## src/design/tbc_defs.svh

```systemverilog
`ifndef TBC_DEFS_SVH
`define TBC_DEFS_SVH

// Register byte offsets.
`define TBC_OFS_CTRL      8'h00
`define TBC_OFS_IRQ_MASK  8'h0C
`define TBC_OFS_STATUS    8'h10
`define TBC_OFS_EVGEN     8'h14
`define TBC_OFS_CHAN_EN   8'h20
`define TBC_OFS_COUNTER   8'h24
`define TBC_OFS_PRESCALE  8'h28
`define TBC_OFS_RELOAD    8'h2C
`define TBC_OFS_REPEAT    8'h30
`define TBC_OFS_CAPTURE   8'h34
`define TBC_OFS_OUT_CTRL  8'h44

// Control register fields.
`define TBC_CTRL_RUN      0
`define TBC_CTRL_IN_MODE  1
`define TBC_CTRL_CENTER   2
`define TBC_CTRL_ARPE     3

// Channel enable register fields.
`define TBC_CHEN_ENABLE   0
`define TBC_CHEN_COMPL    2

// Output control register fields.
`define TBC_OUT_IDLE_LVL  8
`define TBC_OUT_IDLE_OSS  10
`define TBC_OUT_RUN_OSS   11
`define TBC_OUT_MAIN_EN   15

// Status, mask and event generate fields.
`define TBC_ST_UPDATE     0
`define TBC_ST_CAPTURE    1
`define TBC_EV_UPDATE     0

// Reset values.
`define TBC_RST_RELOAD    16'hFFFF
`define TBC_RST_ZERO16    16'h0000
`define TBC_RST_ZERO8     8'h00

`endif

```

## src/design/tbc_pkg.sv

```systemverilog
package tbc_pkg;

	// Counting direction, one-hot.
	typedef enum logic [1:0]
	{
		TBC_DIR_UP   = 2'b01,
		TBC_DIR_DOWN = 2'b10
	} tbc_dir_t;

	typedef logic [15:0] tbc_word_t;

endpackage

```

## src/design/tbc_top.sv

```systemverilog
// Functional notes
// - Output mode, enable 0: pin follows main enable and off/idle settings.
// - Output mode, enable 1: compare signal reaches pin, qualified by main enable.
// - Input mode: enable bit 1 allows capture, 0 blocks it.
// - Counter ticks at input clock divided by prescaler setting plus one.
// - Prescaler setting becomes active only on update, soft or trigger.
// - Written reload value is transferred to the active reload register.
// - Reload resets to all ones; counter stopped while reload is zero.
// - Repetition setting sets update and update interrupt rate.
// - Repetition down-counter raises update at zero, then restarts from setting.
// - Repetition writes take effect only at the next update, repetition, soft or trigger.
// - Setting plus one equals full periods edge mode, half periods center.
// - Input mode: capture register holds counter at latest capture event.
//
// Chosen here: the plain strobed port.
`timescale 1ns/10ps
`include "tbc_defs.svh"

module tbc_top
(
	// Clock and reset
	input  wire logic        clk,
	input  wire logic        rst_n,
	// Register port
	input  wire logic [7:0]  reg_addr,
	input  wire logic [31:0] reg_wdata,
	input  wire logic        reg_wr,
	input  wire logic        reg_rd,
	output logic      [31:0] reg_rdata,
	// Channel signals
	input  wire logic        chan1_capture_in,
	input  wire logic        trig_reset_in,
	input  wire logic        chan1_compare_ref,
	output logic             chan1_compare_out,
	output logic             chan1_out_oe_n,
	// Time base status
	output logic             update_event,
	output logic      [15:0] counter_out,
	output logic             irq
);

	//**********************************************************
	// Reset and input synchronisers
	//**********************************************************

	logic       rst_meta_n;
	logic       rst_sync_n;
	logic [1:0] cap_sync;
	logic       cap_prev;
	logic [1:0] trig_sync;
	logic       trig_prev;

	// Release of reset is brought onto the clock by two stages.
	always_ff @(posedge clk or negedge rst_n)
	begin
		if (!rst_n)
		begin
			rst_meta_n <= 1'b0;
			rst_sync_n <= 1'b0;
		end
		else
		begin
			rst_meta_n <= 1'b1;
			rst_sync_n <= rst_meta_n;
		end
	end

	// Pin inputs pass two stages; the edge detector reads only the second.
	always_ff @(posedge clk or negedge rst_sync_n)
	begin
		if (!rst_sync_n)
		begin
			cap_sync  <= 2'h0;
			cap_prev  <= 1'b0;
			trig_sync <= 2'h0;
			trig_prev <= 1'b0;
		end
		else
		begin
			cap_sync  <= {cap_sync[0], chan1_capture_in};
			cap_prev  <= cap_sync[1];
			trig_sync <= {trig_sync[0], trig_reset_in};
			trig_prev <= trig_sync[1];
		end
	end

	//**********************************************************
	// Register decode
	//**********************************************************

	logic            ctrl_run;
	logic            ctrl_in_mode;
	logic            ctrl_center;
	logic            ctrl_arpe;
	logic            chan1_enable;
	logic            chan1_compl_enable;
	logic            main_out_enable;
	logic            idle_off_state_sel;
	logic            run_off_state_sel;
	logic            chan1_idle_level;
	logic [1:0]      irq_mask;
	logic [1:0]      status;
	tbc_pkg::tbc_word_t prescaler_value;
	tbc_pkg::tbc_word_t prescaler_active;
	tbc_pkg::tbc_word_t prescaler_count;
	tbc_pkg::tbc_word_t auto_reload_value;
	tbc_pkg::tbc_word_t reload_active;
	tbc_pkg::tbc_word_t counter_value;
	tbc_pkg::tbc_word_t chan1_capture_compare_value;
	logic [7:0]      repetition_setting;
	logic [7:0]      repetition_downcounter;
	tbc_pkg::tbc_dir_t  count_dir;

	// Write strobe for one address. The strobe and address come in as
	// arguments so that every continuous assignment follows them.
	function automatic logic tbc_hit(input logic wr, input logic [7:0] a,
		input logic [7:0] ofs);
		tbc_hit = wr && (a == ofs);
	endfunction

	logic wr_ctrl;
	logic wr_mask;
	logic wr_status;
	logic wr_evgen;
	logic wr_chen;
	logic wr_cnt;
	logic wr_psc;
	logic wr_arr;
	logic wr_rep;
	logic wr_ccr;
	logic wr_out;

	assign wr_ctrl   = tbc_hit(reg_wr, reg_addr, `TBC_OFS_CTRL);
	assign wr_mask   = tbc_hit(reg_wr, reg_addr, `TBC_OFS_IRQ_MASK);
	assign wr_status = tbc_hit(reg_wr, reg_addr, `TBC_OFS_STATUS);
	assign wr_evgen  = tbc_hit(reg_wr, reg_addr, `TBC_OFS_EVGEN);
	assign wr_chen   = tbc_hit(reg_wr, reg_addr, `TBC_OFS_CHAN_EN);
	assign wr_cnt    = tbc_hit(reg_wr, reg_addr, `TBC_OFS_COUNTER);
	assign wr_psc    = tbc_hit(reg_wr, reg_addr, `TBC_OFS_PRESCALE);
	assign wr_arr    = tbc_hit(reg_wr, reg_addr, `TBC_OFS_RELOAD);
	assign wr_rep    = tbc_hit(reg_wr, reg_addr, `TBC_OFS_REPEAT);
	assign wr_ccr    = tbc_hit(reg_wr, reg_addr, `TBC_OFS_CAPTURE);
	assign wr_out    = tbc_hit(reg_wr, reg_addr, `TBC_OFS_OUT_CTRL);

	//**********************************************************
	// Configuration registers
	//**********************************************************

	// Plain software settings.
	always_ff @(posedge clk or negedge rst_sync_n)
	begin
		if (!rst_sync_n)
		begin
			ctrl_run           <= 1'b0;
			ctrl_in_mode       <= 1'b0;
			ctrl_center        <= 1'b0;
			ctrl_arpe          <= 1'b0;
			chan1_enable       <= 1'b0;
			chan1_compl_enable <= 1'b0;
			main_out_enable    <= 1'b0;
			idle_off_state_sel <= 1'b0;
			run_off_state_sel  <= 1'b0;
			chan1_idle_level   <= 1'b0;
			irq_mask           <= 2'h0;
			prescaler_value    <= `TBC_RST_ZERO16;
			auto_reload_value  <= `TBC_RST_RELOAD;
			repetition_setting <= `TBC_RST_ZERO8;
		end
		else
		begin
			if (wr_ctrl)
			begin
				ctrl_run     <= reg_wdata[`TBC_CTRL_RUN];
				ctrl_in_mode <= reg_wdata[`TBC_CTRL_IN_MODE];
				ctrl_center  <= reg_wdata[`TBC_CTRL_CENTER];
				ctrl_arpe    <= reg_wdata[`TBC_CTRL_ARPE];
			end
			if (wr_chen)
			begin
				chan1_enable       <= reg_wdata[`TBC_CHEN_ENABLE];
				chan1_compl_enable <= reg_wdata[`TBC_CHEN_COMPL];
			end
			if (wr_out)
			begin
				main_out_enable    <= reg_wdata[`TBC_OUT_MAIN_EN];
				idle_off_state_sel <= reg_wdata[`TBC_OUT_IDLE_OSS];
				run_off_state_sel  <= reg_wdata[`TBC_OUT_RUN_OSS];
				chan1_idle_level   <= reg_wdata[`TBC_OUT_IDLE_LVL];
			end
			if (wr_mask)
				irq_mask <= reg_wdata[1:0];
			if (wr_psc)
				prescaler_value <= reg_wdata[15:0];
			if (wr_arr)
				auto_reload_value <= reg_wdata[15:0];
			if (wr_rep)
				repetition_setting <= reg_wdata[7:0];
		end
	end

	//**********************************************************
	// Prescaler and counter
	//**********************************************************

	logic tick;
	logic wrap;
	logic soft_update_generate;
	logic trig_clear;
	logic forced_update;
	logic repetition_update_event;
	logic any_update;
	logic capture_event;

	assign soft_update_generate = wr_evgen && reg_wdata[`TBC_EV_UPDATE];
	assign trig_clear    = trig_sync[1] && !trig_prev;
	assign forced_update = soft_update_generate || trig_clear;
	// A zero reload value holds the whole time base still.
	// zero reload stops
	assign tick = ctrl_run && (reload_active != 16'h0000)
		&& (prescaler_count == prescaler_active);

	// Prescaler divides by active setting plus one.
	// prescaler division
	always_ff @(posedge clk or negedge rst_sync_n)
	begin
		if (!rst_sync_n)
			prescaler_count <= `TBC_RST_ZERO16;
		else if (forced_update || tick)
			prescaler_count <= 16'h0000;
		else if (ctrl_run && reload_active != 16'h0000)
			prescaler_count <= prescaler_count + 16'h0001;
	end

	// Wrap point: top in edge mode, either end in center mode.
	always_comb
	begin
		wrap = 1'b0;
		if (tick)
		begin
			if (!ctrl_center)
				wrap = (counter_value >= reload_active);
			else if (count_dir == tbc_pkg::TBC_DIR_UP)
				wrap = (counter_value >= reload_active);
			else
				wrap = (counter_value == 16'h0000);
		end
	end

	// Counter steps once per tick; software writes win over counting.
	// counter up and wrap
	always_ff @(posedge clk or negedge rst_sync_n)
	begin
		if (!rst_sync_n)
		begin
			counter_value <= `TBC_RST_ZERO16;
			count_dir     <= tbc_pkg::TBC_DIR_UP;
		end
		else if (wr_cnt)
			counter_value <= reg_wdata[15:0];
		else if (forced_update)
		begin
			counter_value <= 16'h0000;
			count_dir     <= tbc_pkg::TBC_DIR_UP;
		end
		else if (tick)
		begin
			case (count_dir)
				tbc_pkg::TBC_DIR_UP:
				begin
					if (!wrap)
						counter_value <= counter_value + 16'h0001;
					else if (!ctrl_center)
						counter_value <= 16'h0000;
					else
					begin
						counter_value <= reload_active - 16'h0001;
						count_dir     <= tbc_pkg::TBC_DIR_DOWN;
					end
				end
				tbc_pkg::TBC_DIR_DOWN:
				begin
					if (!wrap)
						counter_value <= counter_value - 16'h0001;
					else
					begin
						counter_value <= 16'h0001;
						count_dir     <= tbc_pkg::TBC_DIR_UP;
					end
				end
				default:
				begin
					counter_value <= 16'h0000;
					count_dir     <= tbc_pkg::TBC_DIR_UP;
				end
			endcase
		end
	end

	//**********************************************************
	// Repetition and update
	//**********************************************************

	// Each wrap is one period in edge mode, one half period in center.
	// periods per update
	assign repetition_update_event = wrap
		&& (repetition_downcounter == 8'h00);
	assign any_update = repetition_update_event || forced_update;

	// Setting is only sampled on reload, so writes wait for the next update.
	// down-counter reload
	always_ff @(posedge clk or negedge rst_sync_n)
	begin
		if (!rst_sync_n)
			repetition_downcounter <= `TBC_RST_ZERO8;
		else if (any_update)
			repetition_downcounter <= repetition_setting;
		else if (wrap)
			repetition_downcounter <= repetition_downcounter - 8'h01;
	end

	// Active copies load at update; reload bypasses when preload is off.
	// prescaler at update
	always_ff @(posedge clk or negedge rst_sync_n)
	begin
		if (!rst_sync_n)
		begin
			prescaler_active <= `TBC_RST_ZERO16;
			reload_active    <= `TBC_RST_RELOAD;
		end
		else
		begin
			if (any_update)
				prescaler_active <= prescaler_value;
			if (!ctrl_arpe || any_update)
				reload_active <= auto_reload_value;
		end
	end

	//**********************************************************
	// Capture
	//**********************************************************

	assign capture_event = ctrl_in_mode && chan1_enable
		&& cap_sync[1] && !cap_prev;

	// Capture overwrites; in output mode software owns the value.
	// latest capture
	always_ff @(posedge clk or negedge rst_sync_n)
	begin
		if (!rst_sync_n)
			chan1_capture_compare_value <= `TBC_RST_ZERO16;
		else if (capture_event)
			chan1_capture_compare_value <= counter_value;
		else if (wr_ccr && !ctrl_in_mode)
			chan1_capture_compare_value <= reg_wdata[15:0];
	end

	//**********************************************************
	// Status and interrupt
	//**********************************************************

	// A new event beats a same-cycle clear so none is lost.
	always_ff @(posedge clk or negedge rst_sync_n)
	begin
		if (!rst_sync_n)
			status <= 2'h0;
		else
			status <= (status & ~(wr_status ? reg_wdata[1:0] : 2'h0))
				| {capture_event, any_update};
	end

	// Interrupt and status outputs are registered.
	always_ff @(posedge clk or negedge rst_sync_n)
	begin
		if (!rst_sync_n)
		begin
			irq          <= 1'b0;
			update_event <= 1'b0;
			counter_out  <= 16'h0000;
		end
		else
		begin
			irq          <= |(status & irq_mask);
			update_event <= any_update;
			counter_out  <= counter_value;
		end
	end

	//**********************************************************
	// Channel output stage
	//**********************************************************

	// Off-state selects decide drive of the inactive or idle level
	// versus releasing the pin; the complementary leg lives elsewhere.
	always_ff @(posedge clk or negedge rst_sync_n)
	begin
		if (!rst_sync_n)
		begin
			chan1_compare_out <= 1'b0;
			chan1_out_oe_n    <= 1'b1;
		end
		else if (ctrl_in_mode)
		begin
			chan1_compare_out <= 1'b0;
			chan1_out_oe_n    <= 1'b1;
		end
		else if (!main_out_enable)
		begin
			chan1_compare_out <= chan1_idle_level;
			chan1_out_oe_n    <= !idle_off_state_sel;
		end
		else if (chan1_enable)
		begin
			chan1_compare_out <= chan1_compare_ref;
			chan1_out_oe_n    <= 1'b0;
		end
		else
		begin
			chan1_compare_out <= 1'b0;
			chan1_out_oe_n    <= !(run_off_state_sel
				|| chan1_compl_enable);
		end
	end

	//**********************************************************
	// Read port
	//**********************************************************

	// Read data appear the cycle after the strobe; others read zero.
	always_ff @(posedge clk or negedge rst_sync_n)
	begin
		if (!rst_sync_n)
			reg_rdata <= 32'h0000_0000;
		else if (!reg_rd)
			reg_rdata <= 32'h0000_0000;
		else
		begin
			case (reg_addr)
				`TBC_OFS_CTRL:
					reg_rdata <= {28'h0, ctrl_arpe, ctrl_center,
						ctrl_in_mode, ctrl_run};
				`TBC_OFS_IRQ_MASK: reg_rdata <= {30'h0, irq_mask};
				`TBC_OFS_STATUS:   reg_rdata <= {30'h0, status};
				`TBC_OFS_CHAN_EN:
					reg_rdata <= {29'h0, chan1_compl_enable, 1'b0,
						chan1_enable};
				`TBC_OFS_COUNTER:  reg_rdata <= {16'h0, counter_value};
				`TBC_OFS_PRESCALE: reg_rdata <= {16'h0, prescaler_value};
				`TBC_OFS_RELOAD:
					reg_rdata <= {16'h0, auto_reload_value};
				`TBC_OFS_REPEAT:
					reg_rdata <= {24'h0, repetition_setting};
				`TBC_OFS_CAPTURE:
					reg_rdata <= {16'h0, chan1_capture_compare_value};
				`TBC_OFS_OUT_CTRL:
					reg_rdata <= {16'h0, main_out_enable, 3'h0,
						run_off_state_sel, idle_off_state_sel, 1'b0,
						chan1_idle_level, 8'h00};
				default: reg_rdata <= 32'h0000_0000;
			endcase
		end
	end

endmodule

```

## config.mk

```make
export PLATFORM = sky130hd
export DESIGN_NAME = tbc_top
export DESIGN_NICKNAME = d
export VERILOG_FILES = /design/src/design/tbc_pkg.sv /design/src/design/tbc_top.sv
export VERILOG_INCLUDE_DIRS = /design/src /design/src/design
export SDC_FILE = /design/constraint.sdc
export NUM_CORES = 1
export LEC_CHECK = 0
export ABC_AREA = 1
export BUFFER_PORTS_ARGS = -buffer_cell sky130_fd_sc_hd__buf_2
export CAP_MARGIN = 20
export CORE_MARGIN = 2
export CORE_UTILIZATION = 30
export DETAILED_ROUTE_END_ITERATION = 12
export PLACE_DENSITY_LB_ADDON = 0.3
export SYNTH_ARGS = -nofsm -noshare
export SYNTH_HDL_FRONTEND = slang
export SYNTH_SLANG_ARGS = --single-unit
```

## constraint.sdc

```tcl
create_clock -name clk -period 6.5 [get_ports clk]
set_input_delay 1.3 -clock clk [delete_from_list [all_inputs] [get_ports clk]]
set_output_delay 1.3 -clock clk [all_outputs]
set_load 0.03 [all_outputs]
```

==> flow_summary.ini, run 1 <==
[power]
vdd_drop_max_mv = 0.170
p_leak_nw = 5.56
p_total_mw = 3.70
powerDensity_mw_per_mm2 = 316

[worst_setup_path]
cp_data_arrival_time_ns = 4.24
critical_path.endpoint_type = register
cp-start-kind = register
crit_fanout = 34
ff2ff_path_depth = 12
worstSetupPathType = register to register
required_ns = 6.87

[cells_and_area]
syn_to_final_growth_pct = 11.5
fin_area_sq_mm = 0.0117
drive_gt1_share_pct = 13.7
layout_common_cells = nand2_1, inv_1, dfrtp_1
nets = 1479
antennaDiodeCount = 0
final_common_cell = nand2_1

[floorplanning]
dieArea_sq_mm = 0.0366
row_count = 68
start_util_pct = 30.4
fp.dieH_um = 191
boundaryPins = 99
core_sq_mm = 0.0345
die_x_um = 191

[clock_tree]
root_buffer = clkbuf_16
path_clk_slew_ns = 0.07
holdBufCountCts = 0
cts-buffers-inserted = 17
h-tree-depth = 4
post_cts_resized = 0
post_cts_buffers = 0
cts_tree = done
clkLatencyLatePin_ns = 0.44
clockBufferDepth = 2
numClockSinks = 188

[detailed_routing]
drt-total-wl_mm = 31.4
vias = 9137
drt_first_iter_violations = 685
vias_per_cell = 4.87
wl_per_cell_um = 16.7
dr.pass1.iters = 7
final_antenna_net_count = 0
drc = 0

[global_route]
grt_start_max_net_pins = 74
grt.total_usage_pct = 17.8
antenna_found_initial = 0
overflow = 0
grt_pass1_vias = 8613
grt_pass1_wl_mm = 49.7

[sta]
worst_slew_pin_slew_ns = 1.02
setup_tns_ns = 0
relSlewSlack_pct = 31.7
final_hold_viol_count = 0
drv_slew = 0
setup_ws_ns = 2.63
fmax_ghz = 0.258
post-route-period-util_pct = 59.6
setup_viol = 0
rsz0062_at_grt = false
period_needed_ns = 3.87
fin_worst_skew_ns = 0.0122

[synth]
synth_compound_area_share_pct = 13.7
synth_top_family_by_area = simple AND/OR/NAND/NOR gates
yosysUniqueCellTypes = 45
synthAdderAreaFrac_pct = 2.74
synth_xor_area_share_pct = 2.75
syn_avg_cell_area_sq_um = 7.72
yosys.area_share.simple_pct = 25.3
synth_area_sq_mm = 0.0105
yosysSeqAreaShare_pct = 45.1
synth.area.mux_share_pct = 0
syn_inst = 1363
synth_seq_cells = 188
synth_warnings = 0

[min_path]
hp-class = register to register
min_path_cells = 0

[placed_design]
portBuffers = 66
gp_congestion = 0.897
place_ws_ns = 2.46
dpl.hpwl_mm = 23.3
postPlaceCellArea_sq_mm = 0.0112

[status]
status = finished clean

[flow_run]
cap_violations = 0
## metrics by stage
stage,cells,hold slack (ns),util (%)
detailed placement,1844,0.336,32.3
global route,1877,0.359,34.0
global placement,1844,0.335,32.3
finish,1877,0.349,34.0
floorplan,1378,0.331,-
CTS,1876,0.353,33.9
## logic make-up (layout without fill, tap and decap cells)
kind of cell / count (synthesis) / count (layout)
AND/OR/NAND/NOR: 619 / 619
buffers and inverters: 251 / 295
AO/OA/AOI/OAI: 247 / 247
flip-flops: 188 / 188
XOR/XNOR: 33 / 33
adder cells (fa/ha/maj): 23 / 23
other: 2 / 17
## state kept, by name, summed over array words and instances (netlist names), 2 cells and up
name / count
cap_sync: 2
reg_rdata: 16
count_dir: 2
auto_reload_value: 16
irq_mask: 2
counter_out: 16
prescaler_count: 16
trig_sync: 2
repetition_downcounter: 8
status: 2
chan1_capture_compare_value: 16
prescaler_active: 16
counter_value: 16
repetition_setting: 8
prescaler_value: 16
reload_active: 16
## report_power, final
| part | switching, mW | total, mW | internal [mW] |
|---|---|---|---|
| Combinational | 0.846 | 1.25 | 0.401 |
| Sequential | 0.158 | 1.46 | 1.30 |
| Clock | 0.480 | 0.995 | 0.515 |
## layout make-up
type                       instances  area [sq um]
fill                            3771         22800
multi-input combinational        939          4760
sequential                       188          4750
inverter                         192           721
tap                              455           569
clock buffer                      21           460
timing repair buffer              71           372
clock inverter                    11          91.3
## synthesized netlist by cell type (all sizes together)
master / n / area share (%)
o21bai: 1 / 0.071
nand2: 376 / 14
clkinv: 1 / 0.036
buf: 40 / 2.7
ha: 23 / 2.7
clkbuf: 19 / 0.68
o21a: 1 / 0.071
dfstp: 34 / 8.5
o22ai: 16 / 0.95
a21oi: 29 / 1.4
nor3: 18 / 0.90
xor2: 27 / 2.2
nor2: 109 / 4.4
xnor2: 6 / 0.50
inv: 191 / 6.8
dfrtp: 154 / 37
o211ai: 21 / 1.5
a211oi: 8 / 0.57
o221ai: 1 / 0.083
a31oi: 1 / 0.060
nand3: 77 / 4.0
o21ai: 155 / 7.8
o31ai: 3 / 0.26
a221oi: 9 / 0.75
or2: 4 / 0.24
nand4: 30 / 1.8
a21o: 1 / 0.071
conb: 2 / 0.071
nor4: 5 / 0.30
o41ai: 1 / 0.083
## layer usage
metal  GRT usage [%]  vias to the layer above  routed length [um]
li1                -                     4469                   -
met1            25.0                     4409               14800
met2            27.8                      216               14300
met3            2.63                       43                1470
met4            6.15                        0                 783
met5               0                        -                   0
## final timing paths
kind | slack, ns | endpoint | start
worst max-delay path | 2.63 | reload_active[1]$_DFFE_PN1P_ | ctrl_center$_DFFE_PN0P_
worst min-delay path | 0.35 | trig_sync[1]$_DFF_PN0_ | trig_sync[0]$_DFF_PN0_
worst max register to register | 2.63 | reload_active[1]$_DFFE_PN1P_ | ctrl_center$_DFFE_PN0P_
worst min register to register | 0.35 | trig_sync[1]$_DFF_PN0_ | trig_sync[0]$_DFF_PN0_
max in group asynchronous | 4.70 | counter_out[4]$_DFF_PN0_ | rst_sync_n$_DFF_PN0_
min in group asynchronous | 0.38 | irq_mask[1]$_DFFE_PN0P_ | rst_sync_n$_DFF_PN0_
## worst max-delay path, cell delays in order (launching register included)
cell and delay [ns]:
dfrtp_1 0.81, inv_2 0.19, nor2_1 0.29, nor2_1 0.09, nand2_1 0.07, a21oi_1 0.04, nand2_1 0.46, nand3_4 0.48
nand2_4 0.32, nand2_4 0.19, nand2_4 0.44, nand2_1 0.23, o21ai_1 0.14
Note: power is estimated with default switching activity, not from simulation.
==> run 2, diff against run 1 <==
Clock period 6.5 ns to 3.8 ns, I/O delays scaled along.
==> run 2 against run 1 <==
Net effect: register-to-register slack got worse by 1.9 ns; via count increased by 0.48%; largest power group unchanged; critical path depth increased by 2; largest cell class unchanged; first-iteration DRC count increased by 17%; worst setup slack got worse by 1.9 ns; clock skew increased by 0.00059 ns; sequential power increased by 69%.
==> flow_summary.ini, run 2 (synthesis gave the netlist of run 1 again) <==
[global_route]
antenna_found_initial = 0
overflow = 0
grt.total_usage_pct = 18.3
grt_start_max_net_pins = 79
grt_pass1_vias = 8775
grt_pass1_wl_mm = 50.7

[worst_setup_path]
rr_startpoint = counter_value[0]$_DFFE_PN0P_
critical_path.endpoint_type = register
ff2ff_path_depth = 14
worstSetupPathType = register to register
cp-start-kind = register
reg2reg_slack_ns = 0.73
crit_fanout = 32
required_ns = 4.18
cp_data_arrival_time_ns = 3.45
timing.rr.end = reload_active[6]$_DFFE_PN1P_

[sta]
setup_viol = 0
fmax_ghz = 0.326
worst_slew_pin_slew_ns = 0.703
fin_worst_skew_ns = 0.0128
post-route-period-util_pct = 80.8
setup_ws_ns = 0.730
setup_tns_ns = 0
rsz0062_at_grt = false
period_needed_ns = 3.07
relSlewSlack_pct = 53.1
drv_slew = 0
final_hold_viol_count = 0

[cells_and_area]
nets = 1495
drive_gt1_share_pct = 14.6
layout_common_cells = nand2_1, inv_1, dfrtp_1
fillers = 3722
fin_area_sq_mm = 0.0119
syn_to_final_growth_pct = 13.3
final_common_cell = nand2_1
antennaDiodeCount = 0
utilization_pct = 34.5

[placed_design]
portBuffers = 66
gp_congestion = 0.885
place_ws_ns = 0.744
dpl.hpwl_mm = 23.9
postPlaceCellArea_sq_mm = 0.0113

[power]
p_leak_nw = 5.67
vdd_drop_max_mv = 0.399
powerDensity_mw_per_mm2 = 557

[floorplanning]
die_x_um = 191
core_sq_mm = 0.0345
fp.dieH_um = 191
start_util_pct = 30.4
boundaryPins = 99
dieArea_sq_mm = 0.0366
row_count = 68

[detailed_routing]
vias_per_cell = 4.85
dr.pass1.iters = 5
drt_first_iter_violations = 799
drt-total-wl_mm = 32.1
wl_per_cell_um = 17.0
vias = 9181
drc = 0
final_antenna_net_count = 0

[status]
status = finished clean

[clock_tree]
post_cts_buffers = 0
path_clk_slew_ns = 0.08
clockBufferDepth = 2
numClockSinks = 188
holdBufCountCts = 0
clkLatencyLatePin_ns = 0.45
cts_tree = done
post_cts_resized = 0
h-tree-depth = 4
root_buffer = clkbuf_16
cts-buffers-inserted = 17

[flow_run]
cap_violations = 0

[min_path]
hp-class = input pin to async pin
run 2: worst max-delay path by stage:
stage	start	end	slack, ns
final	counter_value[0]$_DFFE_PN0P_	reload_active[6]$_DFFE_PN1P_	0.73
after global routing	counter_value[0]$_DFFE_PN0P_	reload_active[12]$_DFFE_PN1P_	0.48
after CTS	counter_value[0]$_DFFE_PN0P_	reload_active[6]$_DFFE_PN1P_	0.74
after detailed placement	reg_addr[1]	reload_active[6]$_DFFE_PN1P_	0.74
after global placement	reg_addr[1]	counter_value[0]$_DFFE_PN0P_	0.79
after floorplan	rst_sync_n$_DFF_PN0_	cap_prev$_DFF_PN0_	0.73
run 2: where the power goes:
group / internal (mW) / leakage (nW) / switching, mW
Clock: 1.06 / 0.289 / 0.845
Sequential: 2.23 / 2.42 / 0.241
Combinational: 0.742 / 2.96 / 1.52
Total: 4.03 / 5.67 / 2.60
run 2: layout make-up:
| cell class | instances | area [sq um] | share of cell area, % |
|---|---|---|---|
| multi-input cells | 939 | 4760 | 40.0 |
| well taps | 455 | 569 | 4.78 |
| inverters | 192 | 721 | 6.05 |
| clock inverters | 12 | 164 | 1.38 |
| clock buffers | 20 | 447 | 3.75 |
| flip-flops and latches | 188 | 4750 | 39.9 |
| repair buffers | 87 | 500 | 4.20 |
run 2: through the flow:
stage / power, mW / hold WS [ns] / instances
final: 6.64 / 0.0898 / 1893
after global routing: 7.06 / 0.0746 / 1893
after CTS: 6.67 / 0.0691 / 1893
after detailed placement: 4.74 / 0.336 / 1861
after global placement: 4.72 / 0.336 / 1861
after floorplan: 4.10 / 0.331 / 1378
run 2: worst max-delay path: stages, from the launching register on:
cell	delay [ns]
dfrtp_1	0.47
inv_1	0.26
ha_1	0.25
nand3_2	0.16
nor2_4	0.14
nand2_2	0.11
nor2_4	0.14
nand2_1	0.08
nand2_2	0.25
nand3_4	0.16
nand2_4	0.18
nand2_4	0.17
nand2_4	0.38
nand2_1	0.13
o21ai_2	0.08
run 2: layer usage:
| metal | routed length [um] | vias up | GRT usage (%) |
|---|---|---|---|
| met4 | 832 | 0 | 6.12 |
| met3 | 1820 | 37 | 3.45 |
| met2 | 14800 | 268 | 29.1 |
| met1 | 14600 | 4370 | 24.9 |
| li1 | - | 4506 | - |
| met5 | 0 | - | 0 |
==> run 3, diff against run 2 <==
Clock period 3.8 ns to 3.11 ns, I/O delays scaled along.
==> run 3 against run 2 <==
Net effect: worst setup slack lost 0.44 ns; via count grew 1.6%; global-route usage grew 0.20 points; sequential cell count is the same; non-clock buffer count grew 12; routed wire length grew 1.3%; count of clock-buffer cells in the layout shrank 3.
==> flow_summary.ini, run 3 (synthesis gave the netlist of run 1 again) <==
[sta]
setup_viol = 0
setup_ws_ns = 0.292
fmax_ghz = 0.355
final_hold_viol_count = 0
period_needed_ns = 2.82
worst_slew_pin_slew_ns = 0.708
setup_tns_ns = 0
relSlewSlack_pct = 52.8
rsz0062_at_grt = false
fin_worst_skew_ns = 0.0156
whs_ns = 0.270
drv_slew = 0
post-route-period-util_pct = 90.6

[floorplanning]
boundaryPins = 99
die_x_um = 191
dieArea_sq_mm = 0.0366
start_util_pct = 30.4
core_sq_mm = 0.0345
fp.dieH_um = 191
row_count = 68

[clock_tree]
post_cts_resized = 0
root_buffer = clkbuf_16
clkLatencyLatePin_ns = 0.45
path_clk_slew_ns = 0.08
cts-buffers-inserted = 17
clockBufferDepth = 2
numClockSinks = 188
cts_tree = done
h-tree-depth = 4

[global_route]
overflow = 0
grt_pass1_wl_mm = 51.4
grt.total_usage_pct = 18.5
grt_start_max_net_pins = 72
grt_pass1_vias = 8865
antenna_found_initial = 0

[cells_and_area]
final_common_cell = nand2_1
multiInputGateArea_sq_mm = 0.00476
regArea_sq_mm = 0.00475
syn_to_final_growth_pct = 14.2
fillers = 3740
antennaDiodeCount = 0
layout_common_cells = nand2_1, inv_1, dfrtp_1
utilization_pct = 34.8
drive_gt1_share_pct = 15.4
nets = 1507

[min_path]
hp-class = input pin to register
min_path_cells = 1

[power]
p_leak_nw = 5.73
p_total_mw = 8.10
vdd_drop_max_mv = 0.434
powerDensity_mw_per_mm2 = 675

[status]
status = finished clean

[flow_run]
cap_violations = 0

[detailed_routing]
final_antenna_net_count = 0
wl_per_cell_um = 17.1
drt-total-wl_mm = 32.5
dr.pass1.iters = 7
drt_first_iter_violations = 786
vias_per_cell = 4.90
drc = 0
vias = 9325

[worst_setup_path]
ff2ff_path_depth = 15
crit_fanout = 24
cp-start-kind = register
required_ns = 3.49
critical_path.endpoint_type = register
worstSetupPathType = register to register
cp_data_arrival_time_ns = 3.20

[placed_design]
gp_congestion = 0.900
dpl.hpwl_mm = 24.3
place_ws_ns = 0.269
portBuffers = 66
[run 3: cell count changes in the layout (fill, tap and decap cells not counted), sizes merged]
cell         delta
clkinvlp        +2
dlygate4sd3     +1
clkinv          +1
buf            +11
bufinv          -1
inv             +1
clkbuf          -3
[run 3: final cells by class]
type	count	area share [%]
Inverter	192	6.00
Tap cell	455	4.74
Multi-Input combinational cell	939	39.6
Sequential cell	188	39.6
Clock inverter	15	1.36
Timing Repair Buffer	99	5.15
Clock buffer	17	3.54
[run 3: where the power goes]
part           internal [mW]  leakage (nW)  switching [mW]  total (mW)
clock network           1.20         0.275            1.05        2.25
registers               2.72          2.42           0.263        2.98
logic                  0.945          3.03            1.92        2.87
total                   4.86          5.73            3.24        8.10
[run 3: routing by layer]
layer / track usage [%] / routed length [um] / vias to the layer above
met5: 0 / 0 / -
met4: 6.09 / 850 / 0
met3: 3.30 / 1660 / 36
met2: 28.9 / 14800 / 295
met1: 25.7 / 15200 / 4469
li1: - / - / 4525
[run 3: worst max-delay path, stage by stage, from the launching register on]
cell and delay [ns]:
dfrtp_1 0.39, inv_1 0.27, ha_1 0.28, nand3_2 0.15, nor2_4 0.14, nand2_2 0.11
nor2_4 0.14, nand2_1 0.11, nand2_2 0.11, nand3_4 0.13, nand2_4 0.16, nand2_4 0.18
nand2_4 0.21, buf_12 0.21, nand2_1 0.09, o21ai_2 0.06
[run 3: stage by stage]
stage | instance area, sq um | std cells
floorplan | 10600 | 1378
global placement | 11400 | 1872
detailed placement | 11400 | 1872
CTS | 12000 | 1905
global route | 12000 | 1905
finish | 12000 | 1905
[run 3: path summary, 6_finish.rpt]
check / from / end / slack (ns)
max: counter_value[0]$_DFFE_PN0P_ / reload_active[9]$_DFFE_PN1P_ / 0.29
min: trig_reset_in / trig_sync[0]$_DFF_PN0_ / 0.27
max reg2reg: counter_value[0]$_DFFE_PN0P_ / reload_active[9]$_DFFE_PN1P_ / 0.29
min reg2reg: cap_sync[0]$_DFF_PN0_ / cap_sync[1]$_DFF_PN0_ / 0.35
max in group asynchronous: rst_sync_n$_DFF_PN0_ / reload_active[4]$_DFFE_PN1P_ / 1.87
min in group asynchronous: rst_sync_n$_DFF_PN0_ / run_off_state_sel$_DFFE_PN0P_ / 0.37
[run 3: timing repair]
item / 4_1_cts / 5_1_grt
hold buffers: 1 / 0
hold endpoints to repair: 2 / 0
setup buffers: 0 / 0
